### src/hw/ppl_defines.svh
// ppl_defines.svh: offsets, field positions, codes and reset values of the guard
// assumes byte addressing on a 32-bit Avalon-MM slave
`ifndef PPL_DEFINES_SVH
`define PPL_DEFINES_SVH
`define PPL_OFS_LEVEL   5'h00
`define PPL_OFS_PWENT   5'h04
`define PPL_OFS_CHECK   5'h08
`define PPL_OFS_CLEAR   5'h0C
`define PPL_OFS_STATUS  5'h10
`define PPL_NOLOCK      14'h270F
`define PPL_PW_MIN      14'h03E8
`define PPL_PW_MAX      14'h270E
`define PPL_LVL_GRP     14'h0063
`define PPL_LVL_CNT     14'h0064
`define PPL_LVL_GRPC    14'h00C7
`define PPL_FAIL_MAX    3'h5
`define PPL_ALLCLR_A    16'h9966
`define PPL_ALLCLR_B    16'h55AA
`define PPL_PCLR_A      16'h9696
`define PPL_PCLR_B      16'h5A5A
`define PPL_CHK_SRC     1:0
`define PPL_CHK_WR      2
`define PPL_CHK_GRP     3
`define PPL_CHK_RDOFF   4
`define PPL_CHK_WROFF   5
`define PPL_CHK_KIND    8:6
`define PPL_CLR_CODE    15:0
`define PPL_CLR_SRC     17:16
`endif

### src/hw/ppl_pkg.sv
// ppl_pkg: types shared by the parameter password guard
// assumes ppl_defines.svh supplies the numeric layout
package ppl_pkg;
    typedef enum logic [1:0] {
        PPL_SRC_PANEL  = 2'h0,
        PPL_SRC_RS485  = 2'h1,
        PPL_SRC_OPTION = 2'h2
    } ppl_src_t;
    typedef enum logic [2:0] {
        PPL_K_NORMAL   = 3'h0,
        PPL_K_LEVEL    = 3'h1,
        PPL_K_PWENT    = 3'h2,
        PPL_K_CONTRAST = 3'h3,
        PPL_K_INTERNAL = 3'h4
    } ppl_kind_t;
    typedef struct packed {
        ppl_kind_t kind;
        logic      wr_off;
        logic      rd_off;
        logic      in_group;
        logic      is_write;
        ppl_src_t  src;
    } ppl_check_t;
    typedef enum logic [1:0] {
        PPL_ST_IDLE = 2'h0,
        PPL_ST_DATA = 2'h1,
        PPL_ST_DONE = 2'h2
    } ppl_bus_t;
endpackage : ppl_pkg

### src/hw/ppl_guard.sv
// ppl_guard: password guard for the parameter store, Avalon-MM register slave
// assumes one 100 MHz clock, requests synchronous, master holds until waitrequest low
`timescale 1ns/1ns
`include "ppl_defines.svh"
module ppl_guard (
    input  wire logic        sys_clk,
    input  wire logic        rst_n,
    input  wire logic [4:0]  avs_address,
    input  wire logic        avs_read,
    input  wire logic        avs_write,
    input  wire logic [31:0] avs_writedata,
    input  wire logic [3:0]  avs_byteenable,
    output logic      [31:0] avs_readdata,
    output logic             avs_waitrequest,
    input  wire logic        drive_running,
    input  wire logic        option_fitted,
    input  wire logic        panel_unit,
    output logic             option_fault,
    output logic             lock_display,
    output logic             jog_screen_off,
    output logic             copy_allowed,
    output logic             params_erase,
    output logic             params_clear
);
    logic        rst_s1_r;
    logic        rst_sync_n;
    logic [13:0] level_r;
    logic [13:0] pw_r;
    logic        pw_set_r;
    logic [2:0]  fail_r;
    logic [9:0]  chk_r;
    logic        verdict_r;
    logic        clr_ok_r;
    ppl_pkg::ppl_bus_t st_r;

    always_ff @(posedge sys_clk or negedge rst_n) begin
        if (!rst_n) begin
            rst_s1_r   <= 1'b0;
            rst_sync_n <= 1'b0;
        end else begin
            rst_s1_r   <= 1'b1;
            rst_sync_n <= rst_s1_r;
        end
    end

    // base level with the counting hundred removed
    function automatic logic [13:0] base_of(input logic [13:0] l);
        base_of = (l >= `PPL_LVL_CNT && l != `PPL_NOLOCK) ? l - `PPL_LVL_CNT : l;
    endfunction : base_of

    // {panel rd, panel wr, rs485 rd, rs485 wr, option rd, option wr}
    function automatic logic [5:0] matrix(input logic [13:0] b);
        case (b)
            14'h0000: matrix = 6'h00;
            14'h0001: matrix = 6'h2A;
            14'h0002: matrix = 6'h2F;
            14'h0003: matrix = 6'h3A;
            14'h0004: matrix = 6'h02;
            14'h0005: matrix = 6'h0F;
            14'h0006: matrix = 6'h32;
            default:  matrix = 6'h3F;
        endcase
    endfunction : matrix

    function automatic logic level_ok(input logic [13:0] l);
        logic [13:0] b;
        b = base_of(l);
        level_ok = l == `PPL_NOLOCK || b <= 14'h0006 || b == `PPL_LVL_GRP;
    endfunction : level_ok

    wire logic [13:0] base      = base_of(level_r);
    wire logic        counting  = level_r >= `PPL_LVL_CNT && level_r != `PPL_NOLOCK;
    wire logic        locked    = counting && fail_r == `PPL_FAIL_MAX;
    wire logic [2:0]  fail_show = counting ? fail_r : 3'h0;

    wire logic        req       = avs_read | avs_write;
    wire logic        take      = req & ~avs_waitrequest;
    wire logic        wr_take   = take & avs_write & (&avs_byteenable[1:0]);
    wire logic [13:0] wval      = avs_writedata[13:0];
    wire logic        wr_level  = wr_take && avs_address == `PPL_OFS_LEVEL;
    wire logic        wr_pw     = wr_take && avs_address == `PPL_OFS_PWENT;
    wire logic        wr_chk    = wr_take && avs_address == `PPL_OFS_CHECK;
    wire logic        wr_clr    = wr_take && avs_address == `PPL_OFS_CLEAR;

    // access verdict for the request held in the check register
    ppl_pkg::ppl_check_t ck;
    assign ck = ppl_pkg::ppl_check_t'(chk_r[8:0]);
    wire logic [13:0] eff_base  = (base == `PPL_LVL_GRP) ? 14'h0004 : base;
    wire logic [5:0]  mx        = matrix(eff_base);
    wire logic [2:0]  sel       = {ck.src, ck.is_write};
    // the unused source code shifts every permission out, so the matrix refuses it
    wire logic [5:0]  mx_sh     = mx << sel;
    wire logic        mx_ok     = mx_sh[5];
    wire logic        net_src   = ck.src != ppl_pkg::PPL_SRC_PANEL;
    wire logic        grp_pass  = base == `PPL_LVL_GRP && ck.in_group;
    wire logic        pw_kind   = ck.kind == ppl_pkg::PPL_K_LEVEL
                                  || ck.kind == ppl_pkg::PPL_K_PWENT;
    wire logic        spec_ok   = ck.kind == ppl_pkg::PPL_K_INTERNAL
                                  || (ck.kind == ppl_pkg::PPL_K_CONTRAST && panel_unit);
    wire logic        pw_allow  = !pw_set_r || mx_ok || grp_pass || spec_ok || pw_kind;
    wire logic        sel_block = ck.is_write ? ck.wr_off
                                  : (ck.rd_off && !net_src);
    wire logic        kind_blk  = ck.is_write &&
                                  ((ck.kind == ppl_pkg::PPL_K_LEVEL && pw_set_r) ||
                                   (ck.kind == ppl_pkg::PPL_K_PWENT &&
                                    level_r == `PPL_NOLOCK));
    wire logic        allow     = pw_allow && !sel_block && !kind_blk;

    // clear commands
    wire logic [15:0] code      = avs_writedata[`PPL_CLR_CODE];
    wire logic        opt_clr   = avs_writedata[`PPL_CLR_SRC] == ppl_pkg::PPL_SRC_OPTION;
    wire logic        is_all    = code == `PPL_ALLCLR_A || code == `PPL_ALLCLR_B;
    wire logic        is_pclr   = code == `PPL_PCLR_A || code == `PPL_PCLR_B;
    wire logic        all_go    = wr_clr && is_all && !drive_running;
    wire logic        pclr_go   = wr_clr && is_pclr && (!pw_set_r || opt_clr);

    // password entry write
    wire logic        pw_valid  = wval >= `PPL_PW_MIN && wval <= `PPL_PW_MAX;
    wire logic        pw_ok_wr  = wr_pw && level_r != `PPL_NOLOCK;
    wire logic        pw_reg    = pw_ok_wr && !pw_set_r && pw_valid;
    wire logic        pw_try    = pw_ok_wr && pw_set_r;
    wire logic        pw_match  = pw_try && !locked && wval == pw_r;
    wire logic        pw_miss   = pw_try && !locked && wval != pw_r;
    wire logic        unlock    = pw_match || all_go || (pclr_go && pw_set_r);

    always_ff @(posedge sys_clk or negedge rst_sync_n) begin
        if (!rst_sync_n) begin
            level_r  <= `PPL_NOLOCK;
            pw_r     <= `PPL_NOLOCK;
            pw_set_r <= 1'b0;
            fail_r   <= 3'h0;
        end else begin
            if (all_go)
                level_r <= `PPL_NOLOCK;
            else if (wr_level && !pw_set_r && level_ok(wval))
                level_r <= wval;
            if (pw_reg)
                pw_r <= wval;
            if (unlock)
                pw_set_r <= 1'b0;
            else if (pw_reg)
                pw_set_r <= 1'b1;
            if (unlock)
                fail_r <= 3'h0;
            else if (pw_miss && counting)
                fail_r <= fail_r + 3'h1;
        end
    end

    // the held request is re-evaluated every cycle so the verdict follows lock changes
    always_ff @(posedge sys_clk or negedge rst_sync_n) begin
        if (!rst_sync_n) begin
            chk_r     <= 10'h000;
            verdict_r <= 1'b0;
            clr_ok_r  <= 1'b0;
        end else begin
            if (wr_chk)
                chk_r <= {1'b1, avs_writedata[8:0]};
            verdict_r <= allow;
            if (wr_clr)
                clr_ok_r <= all_go || pclr_go;
        end
    end

    // bus: one wait cycle, read data registered in it, action on the release edge
    wire logic [31:0] rd_mux =
        avs_address == `PPL_OFS_LEVEL  ? {18'h0, level_r} :
        avs_address == `PPL_OFS_PWENT  ? (pw_set_r ? {29'h0, fail_show}
                                                   : {18'h0, `PPL_NOLOCK}) :
        avs_address == `PPL_OFS_CHECK  ? {21'h0, verdict_r, chk_r} :
        avs_address == `PPL_OFS_STATUS ? {26'h0, clr_ok_r, fail_show, locked, pw_set_r} :
        32'h0000_0000;

    always_ff @(posedge sys_clk or negedge rst_sync_n) begin
        if (!rst_sync_n) begin
            st_r            <= ppl_pkg::PPL_ST_IDLE;
            avs_waitrequest <= 1'b1;
            avs_readdata    <= 32'h0000_0000;
        end else begin
            case (st_r)
                ppl_pkg::PPL_ST_IDLE: begin
                    if (req) begin
                        st_r            <= ppl_pkg::PPL_ST_DATA;
                        avs_waitrequest <= 1'b0;
                        avs_readdata    <= avs_read ? rd_mux : 32'h0000_0000;
                    end
                end
                ppl_pkg::PPL_ST_DATA: begin
                    st_r            <= ppl_pkg::PPL_ST_IDLE;
                    avs_waitrequest <= 1'b1;
                end
                default: begin
                    st_r            <= ppl_pkg::PPL_ST_IDLE;
                    avs_waitrequest <= 1'b1;
                end
            endcase
        end
    end

    // outputs; lock display only for refusals caused by the password itself
    always_ff @(posedge sys_clk or negedge rst_sync_n) begin
        if (!rst_sync_n) begin
            option_fault   <= 1'b0;
            lock_display   <= 1'b0;
            jog_screen_off <= 1'b0;
            copy_allowed   <= 1'b1;
            params_erase   <= 1'b0;
            params_clear   <= 1'b0;
        end else begin
            option_fault   <= level_r != `PPL_NOLOCK && base == 14'h0000
                              && option_fitted;
            lock_display   <= chk_r[9] && !pw_allow;
            jog_screen_off <= level_r != `PPL_NOLOCK &&
                              (base == 14'h0004 || base == 14'h0005);
            copy_allowed   <= !pw_set_r;
            params_erase   <= all_go;
            params_clear   <= pclr_go;
        end
    end
endmodule : ppl_guard

### config.mk
export PLATFORM = sky130hd
export DESIGN_NAME = ppl_guard
export DESIGN_NICKNAME = d
export VERILOG_FILES = /design/src/hw/ppl_pkg.sv /design/src/hw/ppl_guard.sv
export VERILOG_INCLUDE_DIRS = /design/src /design/src/hw
export SDC_FILE = /design/constraint.sdc
export NUM_CORES = 1
export LEC_CHECK = 0
export ABC_AREA = 1
export BUFFER_PORTS_ARGS = -buffer_cell sky130_fd_sc_hd__buf_2
export CAP_MARGIN = 0
export CORE_MARGIN = 3
export CORE_UTILIZATION = 61
export DETAILED_ROUTE_END_ITERATION = 8
export GPL_TIMING_DRIVEN = 0
export HOLD_SLACK_MARGIN = 0.06
export PLACE_DENSITY = 0.92
export SLEW_MARGIN = 30
export SYNTH_ARGS = -nofsm -noshare
export SYNTH_HDL_FRONTEND = slang
export SYNTH_SLANG_ARGS = --single-unit
### constraint.sdc
create_clock -name sys_clk -period 5.6 [get_ports sys_clk]
set_input_delay 0.28 -clock sys_clk [delete_from_list [all_inputs] [get_ports sys_clk]]
set_output_delay 0.28 -clock sys_clk [all_outputs]
set_load 0.005 [all_outputs]
=== After elaboration in Yosys (flattened, before gate mapping) ===
Index checks and enable logic that the tools add are counted.

* Register bits: 87
* Input bits: 48
* Output and inout bits: 39
* Word-level logic and storage cells: 153

* $add $sub $neg: 3
* $lt $le $gt $ge: 5
* Equal/unequal tests: 31
* Shift-type cells: 1
* Mux-type cells: 22
* Bitwise logic cells: 5
* Reduce and logical (&&, ||, !) cells: 68

{| class="wikitable"
|+ Operators by type and width
! operator !! number
|-
| 14-bit two-way mux || 9
|-
| 14-bit by 3-bit == test with 1-bit output, second input constant || 5
|-
| 6-bit case mux with 7 select lines || 1
|-
| 1-bit logical AND || 35
|-
| 16-bit by 15-bit == test with 1-bit output, second input constant || 2
|-
| 16-bit == test, second input constant || 2
|-
| 14-bit == test, second input constant || 2
|-
| 14-bit by 2-bit == test with 1-bit output, second input constant || 2
|-
| 14-bit by 7-bit == test with 1-bit output, second input constant || 2
|-
| 14-bit by 7-bit greater-or-equal comparator with 1-bit output, second input constant || 2
|-
| 14-bit logical NOT || 2
|-
| 14-bit inequality test, second input constant || 2
|-
| 14-bit by 7-bit subtractor with 14-bit output, second input constant || 2
|-
| 1-bit logical OR || 16
|-
| 14-bit by 1-bit == test with 1-bit output, second input constant || 1
|-
| 14-bit == test || 1
|-
| 14-bit by 10-bit greater-or-equal comparator with 1-bit output, second input constant || 1
|-
| 14-bit less-or-equal comparator, second input constant || 1
|-
| 14-bit by 3-bit less-or-equal comparator with 1-bit output, second input constant || 1
|-
| 14-bit inequality test || 1
|-
| 11-bit two-way mux || 1
|-
| 5-bit by 4-bit == test with 1-bit output, second input constant || 2
|-
| 3-bit two-way mux || 3
|-
| 2-bit nonzero test || 4
|-
| 19 further kinds || 35
|}

=== Logic depth before layout (Yosys ltp) ===
* Depth after elaboration: 14
* Gate-level depth with buffers: 23
* Depth with buffers taken out: 23

=== Least setup slack after synthesis ===
OpenSTA, ideal clock, no wires.

* Path kind: register -> register
* Start point: register level_r[2]
* End point: register lock_display
* Data arrival time: 2,402 ps
* Data required time: 5,484 ps
* Setup slack: 3,081 ps
* Cell stages (with the launch flop): 23
* Path buffers: 1
* Period minus slack after synthesis: 2,519 ps
* Cells stage by stage: dfstp_2 -> inv_2 -> ha_1 -> nand2_4 -> nand2_4 -> nand2_4 -> nor2_4 -> nand2_2 -> buf_6 -> nand3_1 -> nand2_1 -> nand3_2 -> nor2_4 -> nand2_2 -> inv_2 -> nand3_2 -> or2_0 -> nand3_1 -> nand2_1 -> nand2_1 -> nand2_1 -> nand2_1 -> nor2_1

* Cells in the longest elaborated chain, start to end: 14
* Elaborated cells between the ends (all ways): 23
* Classes of those cells: add/sub: 1; order compare: 1; eq/ne: 8; shift: 1; mux: 3; reduce/logical: 9

{| class="wikitable"
|+ RTL lines
! element !! line !! source
|-
| from (decl) || ppl_guard.sv:27 || <nowiki>logic [13:0] level_r;</nowiki>
|-
| from (signal assigned) || ppl_guard.sv:128 || <nowiki>level_r <= `PPL_NOLOCK;</nowiki>
|-
| from (signal assigned) || ppl_guard.sv:134 || <nowiki>level_r <= `PPL_NOLOCK;</nowiki>
|-
| from (signal assigned) || ppl_guard.sv:136 || <nowiki>level_r <= wval;</nowiki>
|-
| 14-bit by 7-bit greater-or-equal comparator with 1-bit output (no line) / 14-bit inequality test (equally long branches) || n/a ||
|-
| 1-bit logical AND (no line) || n/a ||
|-
| 14-bit two-way mux (*) || ppl_guard.sv:48 || <nowiki>base_of = (l >= `PPL_LVL_CNT && l != `PPL_NOLOCK) ? l - `PPL_LVL_CNT : l;</nowiki>
|-
| 14-bit by 7-bit == test with 1-bit output (no line) || n/a ||
|-
| 14-bit two-way mux || ppl_guard.sv:88 || <nowiki>wire logic [13:0] eff_base = (base == `PPL_LVL_GRP) ? 14'h0004 : base;</nowiki>
|-
| 14-bit by 3-bit == test with 1-bit output (tied with other cells) || ppl_guard.sv:53 || <nowiki>case (b)</nowiki>
|-
| 6-bit case mux with 7 select lines || ppl_guard.sv:53 ||
|-
| 6-bit by 3-bit left shift with 6-bit output || ppl_guard.sv:92 || <nowiki>wire logic [5:0] mx_sh = mx << sel;</nowiki>
|-
| 1-bit logical OR || ppl_guard.sv:100 || <nowiki>wire logic pw_allow = !pw_set_r || mx_ok || grp_pass || spec_ok || pw_kind;</nowiki>
|-
| 1-bit logical OR (*) (3 in a row) || ppl_guard.sv:100 ||
|-
| 1-bit logical NOT (*) || ppl_guard.sv:212 || <nowiki>lock_display <= chk_r[9] && !pw_allow;</nowiki>
|-
| 1-bit logical AND (*) || ppl_guard.sv:212 ||
|-
| to (signal assigned) || ppl_guard.sv:212 ||
|-
| to (decl) || ppl_guard.sv:19 || <nowiki>output logic lock_display,</nowiki>
|}

Mark *: on every way between the ends. The rest lies on a longest branch, timed or not.
A chain may end at the register's enable or synchronous reset.

=== Final worst setup path ===
Ends and elaborated chain as after synthesis.

==> impl_results.md <==
* Outcome: finished clean
* CP Cell Sequence: inv_2 -> ha_1 -> nand2_4 -> nand2_4 -> nand2_4 -> nor2_4 -> nand2_2 -> buf_6 -> nand3_1 -> nand2_1 -> nand3_2 -> nor2_4 -> nand4_2 -> nand2_1 -> nor2_1 -> nand2_2 -> nand2_1 -> nand2_1 -> nand2_1 -> a21oi_2 -> nand2_1 -> nor2_1
* Drt initial violations at approximately 360
* Clk_lat worst skew at roughly 0.35 ns
* Final setup violation count at 0
* Met3 usage at roughly 7%
* Inserted Diodes at 0
* Compound-gate portion of the synthesized area at around an eighth
* Hold path cells at 3
* Crit. End Element: flop
* Max Freq at ~340 MHz
* Post-synthesis adder-cell area fraction at about 2.3%
* Critical path startpoint: level_r[2]
* LEAKAGE at 2.74 nW
* Initial antenna violation count at 0
* Die ar. at roughly 0.0092 mm²
* Global-route wire length before repair at approximately 23,000 µm
* Post-DRT Antenna Nets at 0
* Largest net degree at the start of global routing at 43
* WL final at ~14,000 µm
* RR Startpoint: level_r[2]
* Async S/R FF share, synth at 100%
* EDFF count, synth at 0
* Post-synthesis sequential area ratio at between 30% and 40%
* Slew Limit Fails at 0
* Grt total ovfl at 0
* GRT Util Overall at 31.7%
* Predominant post-synthesis flop cell: dfrtp_1
* CTS Buffer Depth at 2
* CTS root buf: clkbuf_8
* Initial core utilization at between 60% and 70%
* CP Data Arrival Time at 3.22 ns
* Syn Area/Cell at around 7.1 µm²
* Worst Setup Path Type: flop to flop
* Max incr delay on CP at approximately 0.62 ns
* Synth Register Bits at 68
* CTS tree: done
* Synth Instances at 690
* Vias per inst at 5.89
* Multi-input logic area at between 0.002 and 0.003 mm²
* Final period utilization at 52.6%
* DRC violations left at 0
* Fillers at about 640
* Synth warn at 0
* Post-Layout Cell Count at slightly below 900
* Vias in the first global route at between 4k and 5k
* Synth area leader: dfrtp_1
* Worst hold path startpoint: option_fitted
* Routed vias at just over 5k
* Sinks on Clock Net at 68
* Crit start category: flop
* Core box area at between 0.007 and 0.008 mm²
* Required time of the worst setup path at about 5.9 ns
* Post-synth top area share at between 20 and 30%
* Met1 Use GR at between 30% and 40%
* Slew headroom at between 40% and 50%
* Largest family of logic cells by synthesized area: simple AND/OR/NAND/NOR gates
* Reg clk slew, reported paths at 0.08 ns
* Most frequent CP cell: nand2_1
* Post-synthesis mux area share at 0%
* Hold Path Class: input pin to flop
* HPWL Detailed at 10,800 µm
* Die extent in x at between 90 and 100 µm
* Drt pass-1 iters at 6
* Setup TNS at 0 ns
* I/O pins at 87
* VDD IR max at ~0.11 mV
* Die Ht at about 96 µm
* Pwr dens at about 180 mW/mm²
* Num CTS Buffers at 9
* CTS HTree Levels at 3
* WL/cell at ~16 µm
* RePlAce Congestion at about 0.95
* Area grow syn2layout at 13.2%
* Worst-margin pin slew at 0.840 ns
* Row cnt at 32
* NumNets Final at ~830
* Max-Cap Viols at 0
* Layout cell share with drive strength beyond 1 at 20.5%
* Simple-Gate Fraction of Synth Area at a little over a third
* Slowest stage cell, crit path: dfstp_2
* Cts repair resizes at 0
* Post-Syn Area at between 0.004 and 0.005 mm²
* Leading cell types by total area after synthesis: dfrtp_1 (25%), nand2_1 (13%), dfstp_2 (9.6%), nor2_1 (5.8%), inv_1 (5.4%)
* Post-route minimum period at roughly 2.9 ns
* Xor-xnor portion of the synthesized cell area at 2.47%
* Clock skew at 0.0100 ns
* Hold Violations, Final at 0
* Post-CTS Repair Setup Buffers at 0
* Number of port buffers at 49
* Met2 global-route usage at roughly half
* Storage element area at roughly 0.0017 mm²
* CP Max Fanout at 10
* GR peak layer: met2
* RSZ-0062 raised after global routing: no
* Distinct cell type count after synthesis at 54
* Dpl cells at ~860
* Register-to-Register Path Depth at 22
[cells in the final DEF, fill, tap and decap left out, types with 7 or more instances in the layout]
| cell | count |
|---|---|
| ha_1 | 9 |
| xor2_1 | 12 |
| nor4_1 | 9 |
| buf_2 | 52 |
| clkbuf_1 | 8 |
| dfstp_2 | 18 |
| nand2_4 | 7 |
| nor2_1 | 76 |
| nor3_1 | 18 |
| nand3_1 | 49 |
| buf_4 | 18 |
| inv_1 | 70 |
| dfrtp_1 | 49 |
| inv_2 | 18 |
| o21ai_0 | 41 |
| clkbuf_8 | 9 |
| conb_1 | 19 |
| nand2_1 | 166 |
| nand4_1 | 20 |
| nand2_2 | 9 |
| a21oi_1 | 18 |
[metrics by stage]
stage               util (%)  instance area (µm²)  worst slack [ns]  hold WS, ns  power [mW]
floorplan                  -                 4970              3.08      -0.0156       0.605
global placement        68.8                 5340              2.75       0.0649       0.647
detailed placement      69.1                 5370              2.71       0.0659       0.652
CTS                     71.4                 5550              2.69        0.169        1.01
global route            71.5                 5550              2.43        0.181        1.06
finish                  71.5                 5550              2.66        0.187        1.01
[synthesized netlist by cell type, drive strengths merged, types with 2 or more instances]
master / instances
buf: 25
nor4: 11
nor2: 83
nand4: 21
dfrtp: 50
conb: 2
nand2: 182
ha: 9
o22ai: 6
o211ai: 4
o21ai: 44
nand3: 52
nand3b: 3
a221oi: 2
clkinv: 3
a21oi: 19
inv: 89
dfstp: 18
a211oi: 4
o221ai: 6
xor2: 13
a32o: 5
clkbuf: 6
nor3: 18
[worst max-delay path, delay by kind of cell, from the launching register on]
kind | cells | cell delay (ns)
simple gates | 18 | 1.61
fa+ha+maj | 1 | 0.27
flops | 1 | 0.62
compound gates | 1 | 0.13
buf+inv | 2 | 0.23
[final timing paths]
check	slack, ns	endpoint
min in group asynchronous	0.23	chk_r[9]
max in group asynchronous	4.77	level_r[10]
hold / removal	0.19	option_fault
hold reg to reg	0.23	chk_r[9]
setup / recovery	2.66	lock_display
setup reg to reg	2.66	lock_display
[report_power, final]
group | switching (mW) | internal [mW] | total, mW
clock | 0.205 | 0.163 | 0.367
sequential | 0.0127 | 0.504 | 0.517
combinational | 0.0844 | 0.0458 | 0.130
[flip-flops by register name, indices dropped and copies added (netlist names), 3 cells and up]
register,count
level_r,14
pw_r,14
avs_readdata,14
chk_r,10
fail_r,3
[cell families after synthesis]
family                   after synthesis
AO/OA/AOI/OAI                        101
buffers and inverters                123
flip-flops                            68
adder cells (fa/ha/maj)                9
XOR/XNOR                              13
other                                  2
AND/OR/NAND/NOR                      374
[timing repair]
item,4_1_cts,5_1_grt
hold buffers,1,0
endpoints found under the setup margin,0,0
hold endpoints to repair,2,0
[per-layer routing]
metal,vias to the layer above,share of wire [%]
li1,2416,-
met1,2354,39
met2,331,46
met3,59,9.9
met4,0,4.2
met5,-,0
[area by class of cell]
class | count | share of cell area (%)
well taps | 102 | 2.30
clock buffers | 11 | 2.37
flip-flops and latches | 68 | 31.1
inverters | 92 | 6.35
multi-input cells | 516 | 48.3
clock inverters | 5 | 0.676
plain buffers | 31 | 3.92
repair buffers | 51 | 4.96
(Power assumes the default switching activity.)
